$ cat config.mk
export PLATFORM = sky130hd
export DESIGN_NAME = ddr_init_controller
export DESIGN_NICKNAME = d
export VERILOG_FILES = /design/src/include/ddr_init_pkg.sv /design/src/logic/ddr_clock_divider.sv /design/src/logic/ddr_wait_timer.sv /design/src/logic/ddr_init_controller.sv
export SDC_FILE = /design/constraint.sdc
export NUM_CORES = 1
export LEC_CHECK = 0
export BUFFER_PORTS_ARGS = -buffer_cell sky130_fd_sc_hd__buf_4
export CAP_MARGIN = 0
export CORE_UTILIZATION = 30
export DETAILED_ROUTE_END_ITERATION = 8
export PLACE_DENSITY_LB_ADDON = 0.3
export SLEW_MARGIN = 10
export SYNTH_ARGS = -nofsm -noshare
export SYNTH_HDL_FRONTEND = slang
export SYNTH_SLANG_ARGS = --single-unit
$ cat constraint.sdc
create_clock -name i_clock -period 9.2 [get_ports i_clock]
set_clock_uncertainty 0.1 [all_clocks]
set_input_delay 0.92 -clock i_clock [delete_from_list [all_inputs] [get_ports i_clock]]
set_output_delay 0.92 -clock i_clock [all_outputs]
set_load 0.005 [all_outputs]
$ cat src/include/ddr_init_pkg.sv
/*
  Constants, timing figures, command codes, register map and sequencer
  states of the DDR memory initialisation controller.
  Assumes a 200 MHz system clock; every memory time but the DLL read wait is turned into cycles here.
*/
package ddr_init_pkg;

  // ----------------------------------------------------------------
  // clocking
  // ----------------------------------------------------------------
  localparam int CLK_PS = 5000;
  localparam int CK_DIV = 4;
  localparam int CK_HALF = CK_DIV / 2;

  // least times round up, longest times round down, never below one cycle
  function automatic int cyc_up(input int ps);
    return (ps + CLK_PS - 1) / CLK_PS;
  endfunction

  function automatic int cyc_dn(input int ps);
    return (ps / CLK_PS < 1) ? 1 : ps / CLK_PS;
  endfunction

  // ----------------------------------------------------------------
  // memory timing
  // ----------------------------------------------------------------
  localparam int T_POWERUP_US = 200;
  localparam int POWERUP_CYC = cyc_up(T_POWERUP_US * 1000000);
  localparam int T_RP_NS = 20;
  localparam int RP_CYC = cyc_up(T_RP_NS * 1000);
  localparam int T_RFC_NS = 75;
  localparam int RFC_CYC = cyc_up(T_RFC_NS * 1000);
  localparam int T_RAS_NS = 40;
  localparam int RAS_CYC = cyc_up(T_RAS_NS * 1000);
  localparam int T_MRD_CK = 2;
  localparam int MRD_CYC = T_MRD_CK * CK_DIV;
  localparam int DLL_READ_CK = 200;
  localparam int T_REFI_PS = 7812500;
  localparam int REFI_CYC = cyc_dn(T_REFI_PS);

  localparam int TMR_W = 16;
  typedef logic [TMR_W-1:0] tmr_type;

  // ----------------------------------------------------------------
  // command pins {cs_n, ras_n, cas_n, we_n}
  // ----------------------------------------------------------------
  localparam logic [3:0] CMD_LOAD_MODE = 4'h0;
  localparam logic [3:0] CMD_REFRESH = 4'h1;
  localparam logic [3:0] CMD_PRECHARGE = 4'h2;
  localparam logic [3:0] CMD_ACTIVE = 4'h3;
  localparam logic [3:0] CMD_WRITE = 4'h4;
  localparam logic [3:0] CMD_READ = 4'h5;
  localparam logic [3:0] CMD_NOP = 4'h7;

  localparam int ADDR_W = 13;
  localparam int BA_W = 2;
  localparam logic [1:0] BA_BASE_MODE = 2'h0;
  localparam logic [1:0] BA_EXT_MODE = 2'h1;
  localparam int AP_BIT = 10;
  localparam int DLL_RESET_BIT = 8;
  localparam int DLL_DISABLE_BIT = 0;
  localparam int DRIVE_STRENGTH_BIT = 1;

  // ----------------------------------------------------------------
  // register map
  // ----------------------------------------------------------------
  localparam logic [3:0] OFS_CTRL = 4'h0;
  localparam logic [3:0] OFS_MODE = 4'h4;
  localparam logic [3:0] OFS_CMD = 4'h8;
  localparam logic [3:0] OFS_STATUS = 4'hc;
  localparam int CTRL_START = 0;
  localparam int CTRL_REDUCED_DRIVE = 1;
  localparam int CTRL_DLL_CLEAR = 2;
  localparam int CTRL_RELOCK = 3;
  localparam int CMD_CODE_LSB = 0;
  localparam int CMD_BA_LSB = 4;
  localparam int CMD_ADDR_LSB = 6;
  localparam int CMD_W = 19;
  localparam logic [ADDR_W-1:0] MODE_RESET = 13'h0061;
  localparam logic [1:0] RESP_OKAY = 2'h0;
  localparam logic [1:0] RESP_SLVERR = 2'h2;

  // ----------------------------------------------------------------
  // sequencer states
  // ----------------------------------------------------------------
  typedef enum logic [10:0] {
    ST_IDLE = 11'h001,
    ST_POWER = 11'h002,
    ST_PRE1 = 11'h004,
    ST_EXT_MODE = 11'h008,
    ST_BASE_MODE = 11'h010,
    ST_PRE2 = 11'h020,
    ST_REF1 = 11'h040,
    ST_REF2 = 11'h080,
    ST_DLL_CLEAR = 11'h100,
    ST_WAIT = 11'h200,
    ST_READY = 11'h400
  } seq_state_type;

endpackage

$ cat src/logic/ddr_clock_divider.sv
/*
  Divides the system clock down to the memory clock pair and marks the
  cycle in which the memory clock falls, where commands may change.
  Assumes it runs from reset onward without gaps.
*/
`timescale 1ns/1ps
module ddr_clock_divider (
  // clock and reset
  input wire logic i_clock,
  input wire logic i_rst,
  // memory clock
  output logic o_ck,
  output logic o_ck_n,
  output logic o_tick
);

  logic [3:0] count;
  logic [3:0] next_count;

  assign next_count = (count == 4'(ddr_init_pkg::CK_DIV - 1)) ? 4'h0 : count + 4'h1;

  always_ff @(posedge i_clock or posedge i_rst) begin
    if (i_rst) begin
      count <= 4'h0;
      o_ck <= 1'b1;
      o_ck_n <= 1'b0;
      o_tick <= 1'b0;
    end else begin
      count <= next_count;
      o_ck <= next_count < 4'(ddr_init_pkg::CK_HALF);
      o_ck_n <= !(next_count < 4'(ddr_init_pkg::CK_HALF));
      o_tick <= next_count == 4'(ddr_init_pkg::CK_HALF);
    end
  end

endmodule

$ cat src/logic/ddr_wait_timer.sv
/*
  Loadable down counter; done while the count stands at zero.
  Assumes a load never coincides with a wanted decrement.
*/
`timescale 1ns/1ps
module ddr_wait_timer #(
  parameter int W = 16
) (
  // clock and reset
  input wire logic i_clock,
  input wire logic i_rst,
  // control
  input wire logic i_load,
  input wire logic [W-1:0] i_value,
  input wire logic i_en,
  // status
  output logic o_done
);

  logic [W-1:0] count;

  always_ff @(posedge i_clock or posedge i_rst) begin
    if (i_rst) begin
      count <= '0;
    end else if (i_load) begin
      count <= i_value;
    end else if (i_en && count != '0) begin
      count <= count - W'(1);
    end
  end

  assign o_done = count == '0;

endmodule

$ cat src/logic/ddr_init_controller.sv
/*
  Memory-side controller that powers up and initialises a single-rank DDR
  module, then refreshes it and passes single software commands to it.
  Assumes software on an AXI4-Lite port and a module wired to the pins.
*/
// The placing of the registers and the AXI4-Lite interface to the registers are this design's own decisions.
// Summary of operation
// - hold clock enable low 200us, clock running
// - raise clock enable, then one no-operation
// - precharge all, then row-precharge wait
// - load extended mode: DLL on, drive select
// - mode-set wait after every mode load; software-command mode loads get none
// - base mode with DLL reset; 200 cycles
// - second precharge all, row-precharge wait
// - two auto refreshes, each refresh-cycle wait
// - optional base mode load clearing DLL reset
// - auto-precharge only after active-to-precharge time
// - clock enable high throughout every refresh
// - relock DLL, 200 cycles before reads
// - refresh every average interval; one due during a relock's mode-set wait is held until that wait ends
`timescale 1ns/1ps
module ddr_init_controller #(
  parameter int POWERUP_CYC = ddr_init_pkg::POWERUP_CYC
) (
  // clock and reset
  input wire logic i_clock,
  input wire logic i_rst,
  // axi write address and data
  input wire logic [31:0] i_awaddr,
  input wire logic i_awvalid,
  output logic o_awready,
  input wire logic [31:0] i_wdata,
  input wire logic [3:0] i_wstrb,
  input wire logic i_wvalid,
  output logic o_wready,
  // axi write response
  output logic [1:0] o_bresp,
  output logic o_bvalid,
  input wire logic i_bready,
  // axi read
  input wire logic [31:0] i_araddr,
  input wire logic i_arvalid,
  output logic o_arready,
  output logic [31:0] o_rdata,
  output logic [1:0] o_rresp,
  output logic o_rvalid,
  input wire logic i_rready,
  // memory pins
  output logic o_mem_ck,
  output logic o_mem_ck_n,
  output logic o_cke,
  output logic o_cs_n,
  output logic o_ras_n,
  output logic o_cas_n,
  output logic o_we_n,
  output logic [1:0] o_ba,
  output logic [12:0] o_addr
);

  // ----------------------------------------------------------------
  // clock and timers
  // ----------------------------------------------------------------
  logic tick;
  logic wait_load, wait_done, dll_load, dll_done, ras_load, ras_done, refi_load, refi_done;
  ddr_init_pkg::tmr_type wait_val;

  ddr_clock_divider u_div (
    .i_clock(i_clock),
    .i_rst(i_rst),
    .o_ck(o_mem_ck),
    .o_ck_n(o_mem_ck_n),
    .o_tick(tick)
  );

  ddr_wait_timer #(.W(ddr_init_pkg::TMR_W)) u_wait (
    .i_clock(i_clock),
    .i_rst(i_rst),
    .i_load(wait_load),
    .i_value(wait_val),
    .i_en(1'b1),
    .o_done(wait_done)
  );

  // counts memory clocks from the DLL reset load
  ddr_wait_timer #(.W(ddr_init_pkg::TMR_W)) u_dll (
    .i_clock(i_clock),
    .i_rst(i_rst),
    .i_load(dll_load),
    .i_value(ddr_init_pkg::tmr_type'(ddr_init_pkg::DLL_READ_CK)),
    .i_en(tick),
    .o_done(dll_done)
  );

  ddr_wait_timer #(.W(ddr_init_pkg::TMR_W)) u_ras (
    .i_clock(i_clock),
    .i_rst(i_rst),
    .i_load(ras_load),
    .i_value(ddr_init_pkg::tmr_type'(ddr_init_pkg::RAS_CYC)),
    .i_en(1'b1),
    .o_done(ras_done)
  );

  ddr_wait_timer #(.W(ddr_init_pkg::TMR_W)) u_refi (
    .i_clock(i_clock),
    .i_rst(i_rst),
    .i_load(refi_load),
    .i_value(ddr_init_pkg::tmr_type'(ddr_init_pkg::REFI_CYC)),
    .i_en(1'b1),
    .o_done(refi_done)
  );

  // ----------------------------------------------------------------
  // axi handshakes
  // ----------------------------------------------------------------
  logic [31:0] awaddr, wdata, wmask;
  logic [3:0] wstrb;
  logic wr_fire, wr_ok, rd_ok;

  assign wr_fire = !o_awready && !o_wready && !o_bvalid;
  assign wr_ok = awaddr[31:4] == 28'h0 && awaddr[1:0] == 2'h0;
  assign rd_ok = i_araddr[31:4] == 28'h0 && i_araddr[1:0] == 2'h0;

  assign wmask = {{8{wstrb[3]}}, {8{wstrb[2]}}, {8{wstrb[1]}}, {8{wstrb[0]}}};

  always_ff @(posedge i_clock or posedge i_rst) begin
    if (i_rst) begin
      o_awready <= 1'b1;
      o_wready <= 1'b1;
      o_bvalid <= 1'b0;
      o_bresp <= ddr_init_pkg::RESP_OKAY;
      awaddr <= 32'h0;
      wdata <= 32'h0;
      wstrb <= 4'h0;
    end else begin
      if (i_awvalid && o_awready) begin
        o_awready <= 1'b0;
        awaddr <= i_awaddr;
      end
      if (i_wvalid && o_wready) begin
        o_wready <= 1'b0;
        wdata <= i_wdata;
        wstrb <= i_wstrb;
      end
      if (wr_fire) begin
        o_bvalid <= 1'b1;
        o_bresp <= wr_ok ? ddr_init_pkg::RESP_OKAY : ddr_init_pkg::RESP_SLVERR;
      end
      if (o_bvalid && i_bready) begin
        o_bvalid <= 1'b0;
        o_awready <= 1'b1;
        o_wready <= 1'b1;
      end
    end
  end

  // ----------------------------------------------------------------
  // registers
  // ----------------------------------------------------------------
  logic [31:0] wbits;
  logic start_pulse, reduced_drive, dll_clear_en, relock_req, relock_take;
  logic cmd_pending, cmd_issue, init_done;
  logic [12:0] mode_bits;
  logic [ddr_init_pkg::CMD_W-1:0] cmd_word;
  logic [3:0] cmd_code;
  logic [1:0] cmd_ba;
  logic [12:0] cmd_addr;
  ddr_init_pkg::seq_state_type state, ret;

  assign wbits = wdata & wmask;
  assign cmd_code = cmd_word[ddr_init_pkg::CMD_CODE_LSB +: 4];
  assign cmd_ba = cmd_word[ddr_init_pkg::CMD_BA_LSB +: ddr_init_pkg::BA_W];
  assign cmd_addr = cmd_word[ddr_init_pkg::CMD_ADDR_LSB +: ddr_init_pkg::ADDR_W];

  always_ff @(posedge i_clock or posedge i_rst) begin
    if (i_rst) begin
      start_pulse <= 1'b0;
      reduced_drive <= 1'b0;
      dll_clear_en <= 1'b0;
      relock_req <= 1'b0;
      mode_bits <= ddr_init_pkg::MODE_RESET;
      cmd_word <= '0;
      cmd_pending <= 1'b0;
    end else begin
      start_pulse <= 1'b0;
      if (relock_take) begin
        relock_req <= 1'b0;
      end
      if (cmd_issue) begin
        cmd_pending <= 1'b0;
      end
      if (wr_fire && wr_ok) begin
        unique case (awaddr[3:0])
          ddr_init_pkg::OFS_CTRL: begin
            start_pulse <= wbits[ddr_init_pkg::CTRL_START];
            if (wstrb[0]) begin
              reduced_drive <= wdata[ddr_init_pkg::CTRL_REDUCED_DRIVE];
              dll_clear_en <= wdata[ddr_init_pkg::CTRL_DLL_CLEAR];
            end
            if (wbits[ddr_init_pkg::CTRL_RELOCK] && init_done) begin
              relock_req <= 1'b1;
            end
          end
          ddr_init_pkg::OFS_MODE: begin
            mode_bits <= (mode_bits & ~wmask[12:0]) | wbits[12:0];
          end
          ddr_init_pkg::OFS_CMD: begin
            if (!cmd_pending && init_done) begin
              cmd_word <= wbits[ddr_init_pkg::CMD_W-1:0];
              cmd_pending <= 1'b1;
            end
          end
          default: begin
          end
        endcase
      end
    end
  end

  // ----------------------------------------------------------------
  // register read
  // ----------------------------------------------------------------
  logic read_block, ap_block;
  assign read_block = !dll_done;
  assign ap_block = !ras_done;

  always_ff @(posedge i_clock or posedge i_rst) begin
    if (i_rst) begin
      o_arready <= 1'b1;
      o_rvalid <= 1'b0;
      o_rdata <= 32'h0;
      o_rresp <= ddr_init_pkg::RESP_OKAY;
    end else if (i_arvalid && o_arready) begin
      o_arready <= 1'b0;
      o_rvalid <= 1'b1;
      o_rresp <= rd_ok ? ddr_init_pkg::RESP_OKAY : ddr_init_pkg::RESP_SLVERR;
      o_rdata <= 32'h0;
      if (rd_ok) begin
        unique case (i_araddr[3:0])
          ddr_init_pkg::OFS_CTRL: begin
            o_rdata <= {28'h0, relock_req, dll_clear_en, reduced_drive, 1'b0};
          end
          ddr_init_pkg::OFS_MODE: begin
            o_rdata <= {19'h0, mode_bits};
          end
          ddr_init_pkg::OFS_CMD: begin
            o_rdata <= {13'h0, cmd_word};
          end
          default: begin
            o_rdata <= {26'h0, o_cke, state == ddr_init_pkg::ST_POWER, ap_block, read_block,
                        cmd_pending, init_done};
          end
        endcase
      end
    end else if (o_rvalid && i_rready) begin
      o_rvalid <= 1'b0;
      o_arready <= 1'b1;
    end
  end

  // ----------------------------------------------------------------
  // sequencer
  // ----------------------------------------------------------------
  ddr_init_pkg::seq_state_type next_state, next_ret;
  logic [3:0] next_cmd;
  logic [1:0] next_ba;
  logic [12:0] next_addr, base_mode;
  logic next_cke, cmd_allowed, issue;

  assign base_mode = mode_bits & ~(13'h1 << ddr_init_pkg::DLL_RESET_BIT);
  assign cmd_allowed = !(cmd_code == ddr_init_pkg::CMD_READ && read_block)
    && !((cmd_code == ddr_init_pkg::CMD_READ || cmd_code == ddr_init_pkg::CMD_WRITE)
    && cmd_addr[ddr_init_pkg::AP_BIT] && ap_block);

  always_comb begin
    next_state = state;
    next_ret = ret;
    next_cmd = {o_cs_n, o_ras_n, o_cas_n, o_we_n};
    next_ba = o_ba;
    next_addr = o_addr;
    next_cke = o_cke;
    wait_load = 1'b0;
    wait_val = '0;
    dll_load = 1'b0;
    ras_load = 1'b0;
    refi_load = 1'b0;
    cmd_issue = 1'b0;
    relock_take = 1'b0;
    issue = 1'b0;
    if (tick) begin
      next_cmd = ddr_init_pkg::CMD_NOP;
    end
    unique case (state)
      ddr_init_pkg::ST_IDLE: begin
        if (start_pulse) begin
          next_state = ddr_init_pkg::ST_POWER;
          wait_load = 1'b1;
          wait_val = ddr_init_pkg::tmr_type'(POWERUP_CYC);
        end
      end
      ddr_init_pkg::ST_POWER: begin
        if (tick && wait_done) begin
          next_cke = 1'b1;
          next_state = ddr_init_pkg::ST_PRE1;
        end
      end
      ddr_init_pkg::ST_PRE1, ddr_init_pkg::ST_PRE2: begin
        if (tick) begin
          issue = 1'b1;
          next_cmd = ddr_init_pkg::CMD_PRECHARGE;
          next_addr = 13'h1 << ddr_init_pkg::AP_BIT;
          wait_val = ddr_init_pkg::tmr_type'(ddr_init_pkg::RP_CYC);
          next_ret = (state == ddr_init_pkg::ST_PRE1) ? ddr_init_pkg::ST_EXT_MODE : ddr_init_pkg::ST_REF1;
        end
      end
      ddr_init_pkg::ST_EXT_MODE: begin
        if (tick) begin
          issue = 1'b1;
          next_cmd = ddr_init_pkg::CMD_LOAD_MODE;
          next_ba = ddr_init_pkg::BA_EXT_MODE;
          next_addr = 13'(reduced_drive) << ddr_init_pkg::DRIVE_STRENGTH_BIT;
          wait_val = ddr_init_pkg::tmr_type'(ddr_init_pkg::MRD_CYC);
          next_ret = ddr_init_pkg::ST_BASE_MODE;
        end
      end
      ddr_init_pkg::ST_BASE_MODE, ddr_init_pkg::ST_DLL_CLEAR: begin
        if (tick) begin
          issue = 1'b1;
          next_cmd = ddr_init_pkg::CMD_LOAD_MODE;
          next_ba = ddr_init_pkg::BA_BASE_MODE;
          next_addr = base_mode;
          wait_val = ddr_init_pkg::tmr_type'(ddr_init_pkg::MRD_CYC);
          next_ret = ddr_init_pkg::ST_READY;
          if (state == ddr_init_pkg::ST_BASE_MODE) begin
            next_addr = base_mode | (13'h1 << ddr_init_pkg::DLL_RESET_BIT);
            dll_load = 1'b1;
            next_ret = ddr_init_pkg::ST_PRE2;
          end
        end
      end
      ddr_init_pkg::ST_REF1, ddr_init_pkg::ST_REF2: begin
        if (tick) begin
          issue = 1'b1;
          next_cmd = ddr_init_pkg::CMD_REFRESH;
          wait_val = ddr_init_pkg::tmr_type'(ddr_init_pkg::RFC_CYC);
          refi_load = 1'b1;
          next_ret = ddr_init_pkg::ST_REF2;
          if (state == ddr_init_pkg::ST_REF2) begin
            next_ret = dll_clear_en ? ddr_init_pkg::ST_DLL_CLEAR : ddr_init_pkg::ST_READY;
          end
        end
      end
      ddr_init_pkg::ST_WAIT: begin
        if (wait_done) begin
          next_state = ret;
        end
      end
      ddr_init_pkg::ST_READY: begin
        if (tick) begin
          next_ret = ddr_init_pkg::ST_READY;
          if (refi_done) begin
            issue = 1'b1;
            next_cmd = ddr_init_pkg::CMD_REFRESH;
            wait_val = ddr_init_pkg::tmr_type'(ddr_init_pkg::RFC_CYC);
            refi_load = 1'b1;
          end else if (relock_req) begin
            issue = 1'b1;
            relock_take = 1'b1;
            next_cmd = ddr_init_pkg::CMD_LOAD_MODE;
            next_ba = ddr_init_pkg::BA_BASE_MODE;
            next_addr = base_mode | (13'h1 << ddr_init_pkg::DLL_RESET_BIT);
            dll_load = 1'b1;
            wait_val = ddr_init_pkg::tmr_type'(ddr_init_pkg::MRD_CYC);
          end else if (cmd_pending && cmd_allowed) begin
            cmd_issue = 1'b1;
            next_cmd = cmd_code;
            next_ba = cmd_ba;
            next_addr = cmd_addr;
            ras_load = cmd_code == ddr_init_pkg::CMD_ACTIVE;
          end
        end
      end
      default: begin
        next_state = ddr_init_pkg::ST_IDLE;
      end
    endcase
    if (issue) begin
      wait_load = 1'b1;
      next_state = ddr_init_pkg::ST_WAIT;
    end
  end

  // clock enable never drops once raised, so every refresh sees it high
  always_ff @(posedge i_clock or posedge i_rst) begin
    if (i_rst) begin
      state <= ddr_init_pkg::ST_IDLE;
      ret <= ddr_init_pkg::ST_IDLE;
      init_done <= 1'b0;
      o_cke <= 1'b0;
      {o_cs_n, o_ras_n, o_cas_n, o_we_n} <= ddr_init_pkg::CMD_NOP;
      o_ba <= 2'h0;
      o_addr <= 13'h0;
    end else begin
      state <= next_state;
      ret <= next_ret;
      if (state == ddr_init_pkg::ST_READY) begin
        init_done <= 1'b1;
      end
      o_cke <= next_cke;
      {o_cs_n, o_ras_n, o_cas_n, o_we_n} <= next_cmd;
      o_ba <= next_ba;
      o_addr <= next_addr;
    end
  end

endmodule

==> flow_metrics.py <==
metrics = {
    "die": {
        "die_area_um2": 36600,
        "io_pins": 170,
        "core_area_um2": 35400,
        "die_y_um": 191,
        "rows": 69,
        "die_width_um": 191,
        "initial_utilization": 0.304,
    },
    "logic_synthesis": {
        "synth.distinct_cells": 73,
        "syn-cell-area_um2": 10800,
        "yosysWarnings": 0,
        "synth_area_leaders": "dfrtp_1 (50%), mux2_2 (7.5%), nand2_1 (4.3%)",
        "seq_area_frac_synth": 0.531,
        "synthArstFlopShare": 1.00,
        "ys.flop_type": "dfrtp_1",
        "synth.largest_area_cell": "dfrtp_1",
        "ys_ff_latch": 228,
        "postSynthCellCount": 1022,
        "synth_edf_count": 0,
        "avgSynthCellArea_um2": 10.5,
        "synth.top_cell.area_share": 0.502,
    },
    "route": {
        "routed_wl_mm": 25.4,
        "drtPass1Iterations": 5,
        "vias": 7790,
        "antenna_left": 0,
        "via_per_inst": 4.77,
        "avgRoutedWirePerCell_um": 15.5,
        "drc": 0,
        "drt_iter0_drc": 428,
    },
    "global_routing": {
        "grt_pass1_vias": 7551,
        "antenna_found_initial": 0,
        "grt.total_usage": 0.138,
        "grt_pass1_wl_mm": 40.9,
        "grt_max_degree": 84,
        "gr-total-overflow": 0,
    },
    "sta": {
        "clock.fmax_ghz": 0.298,
        "report.final.slew_viol_count": 0,
        "fin_crit_ps": 3350,
        "relSlewSlack": 0.246,
        "max_slew.worst_pin.slew_ps": 1120,
        "rsz0062_at_grt": "false",
        "hold_viol": 0,
        "finalWorstSetupSlack_ps": 5850,
        "finalSetupTns_ps": 0,
        "finalSetupViolCount": 0,
        "fin_crit_sh": 0.364,
        "whs_ps": 339,
    },
    "clock_network": {
        "clkSlewWorstSetupHoldPaths_ps": 60,
        "clk-insertion-delay-late_ps": 530,
        "ctsHoldBuffers": 0,
        "cts_root_buffer": "clkbuf_16",
        "cts.sinks": 228,
        "cts_tree": "done",
        "cts_resized": 0,
        "cts_max_level": 1,
        "numCtsBuffers": 27,
        "post-cts-setup-buffers": 0,
        "cts.path.max_buffers": 3,
    },
    "pwr": {
        "power_switching_w": 0.000676,
        "pwr-share-comb": 0.129,
        "power.density_nw_per_um2": 206,
        "swShare": 0.252,
        "seqPwrFrac": 0.486,
        "p_clk_frac": 0.385,
        "p_leak_nw": 6.01,
        "vdd_drop_max_v": 0.000162,
        "total_power_w": 0.00269,
        "p_int_w": 0.00201,
    },
    "finish": {
        "drive_above_1_share": 0.251,
        "nets": 1268,
        "layout.area.seq_um2": 5720,
        "finalInstanceArea_um2": 13100,
        "diodes": 0,
        "syn_to_final_growth_pct": 21.3,
        "multi_input_area_um2": 4680,
        "num-fill-cells": 3561,
    },
    "setup_path": {
        "arrival_ps": 3690,
        "r2r_cells": 6,
        "crit_chain": "nor3_1 -> nand4b_2 -> nor2_1 -> o21a_1 -> nand3_1 -> o21ai_0",
        "startpoint_type": "flop",
        "max_stage_delay_ps": 890,
        "critPathRequiredTime_ps": 9540,
        "crit_type": "reg2reg",
        "cp_max_fo": 13,
        "crit_path_end_kind": "flop",
        "slowest_stage": "nor3_1",
    },
    "job": {
        "maxCapViolations": 0,
    },
    "place": {
        "dpl.hpwl_mm": 18.3,
        "place_area_um2": 12200,
        "io_buffers": 140,
        "pre_cts_slack_ps": 5890,
        "place_congestion": 0.833,
    },
    "outcome": {
        "status": "finished, final reports clean",
    },
    "worst_hold_path": {
        "min_path_type": "in2async",
    },
}
## metrics by stage
step | utilization | std cells
finish | 0.369 | 1634
global route | 0.369 | 1634
CTS | 0.369 | 1634
detailed placement | 0.345 | 1587
global placement | 0.345 | 1587
floorplan | - | 1036
## synth_stat cells (4+ instances only)
master and count:
and2_1 6, mux2_2 72, a22o_1 26, xnor2_1 26, or3_1 10, nor2b_1 6, xor2_1 28, and3_1 6
nand2b_1 9, buf_4 15, nor4_1 26, a22oi_1 10, o22ai_1 4, o21ai_1 5, nand4_1 12, nor4b_1 7
mux2_4 10, buf_1 7, or4_1 11, nor2_1 95, dfrtp_1 216, a21oi_1 30, nand2_1 122, nor3b_1 5
nand4b_1 4, nor3_1 30, nand3_1 20, ha_1 6, clkbuf_1 30, o31ai_1 6, inv_1 32, nand3b_1 4
dfstp_2 12, o21ai_0 60
## power groups by stage
stage / Sequential, W / Clock, W / Combinational, W
final: 0.00130 / 0.00103 / 0.000347
after global routing: 0.00133 / 0.00111 / 0.000393
after CTS: 0.00131 / 0.00107 / 0.000354
after detailed placement: 0.00132 / 0 / 0.000354
after global placement: 0.00132 / 0 / 0.000344
after floorplan: 0.00127 / 0 / 0.000282
## placed cells by master (no fill, tap or decap), types with 7 or more instances in the layout
cell type    n
a22o_1      26
nor4_1      26
nor2_1      95
a21oi_1     30
o21ai_0     60
or4_1       11
clkbuf_1    10
nand2_1    122
xnor2_1     26
mux2_2      72
nor3_1      30
clkbuf_16   27
nand4_1     12
buf_4      146
a22oi_1     10
dfstp_2     12
xor2_1      28
nor4b_1      7
inv_1       31
or3_1       10
conb_1      15
nand2b_1     9
dfrtp_1    216
nand3_1     20
mux2_4      10
## critical path: cells and delay by family, from the launching register on
kind,cells,cell delay [ps]
flip-flops,1,480
AND/OR/NAND/NOR,4,2230
AO/OA/AOI/OAI,2,450
## sequential cells by signal (all words and copies together), names as in the netlist, 16 cells and up, named ones only
signal        count
o_rdata          19
u_wait.count     16
u_ras.count      16
u_dll.count      16
u_refi.count     16
wdata            19
cmd_word         19
awaddr           32
## routing by layer
layer / vias to the layer above / GRT usage / wire, um
met5: - / 0 / 0
met4: 0 / 0.0351 / 465
met3: 37 / 0.0299 / 1220
met2: 128 / 0.218 / 11700
met1: 3765 / 0.192 / 12000
li1: 3860 / - / -
## final timing paths
path	from	end	slack, ps
max in group asynchronous	i_rst	awaddr[14]	7170
worst max-delay path	state[3]	o_ba[1]	5850
min in group i_clock	o_rdata[2]	o_rdata[2]	370
worst min register to register	o_rdata[2]	o_rdata[2]	370
worst max register to register	state[3]	o_ba[1]	5850
worst min-delay path	i_rst	awaddr[12]	340
## logic make-up (layout without fill, tap and decap cells)
family	Yosys count	in the layout	synth area share
AO/OA/AOI/OAI	174	174	0.109
XOR/XNOR	54	54	0.0439
adder cells (fa/ha/maj)	6	6	0.00697
buffers and inverters	88	225	0.0389
flip-flops	228	228	0.531
multiplexers	83	83	0.0902
other	1	15	0.000348
AND/OR/NAND/NOR	388	388	0.180
## area by class of cell
| cell class | instances | share of cell area |
|---|---|---|
| Multi-Input combinational cell | 720 | 0.358 |
| Inverter | 32 | 0.00977 |
| Clock inverter | 5 | 0.00594 |
| Timing Repair Buffer | 146 | 0.0839 |
| Tap cell | 461 | 0.0442 |
| Clock buffer | 42 | 0.0599 |
| Sequential cell | 228 | 0.438 |
No activity file was read; power rests on OpenSTA's default activity.
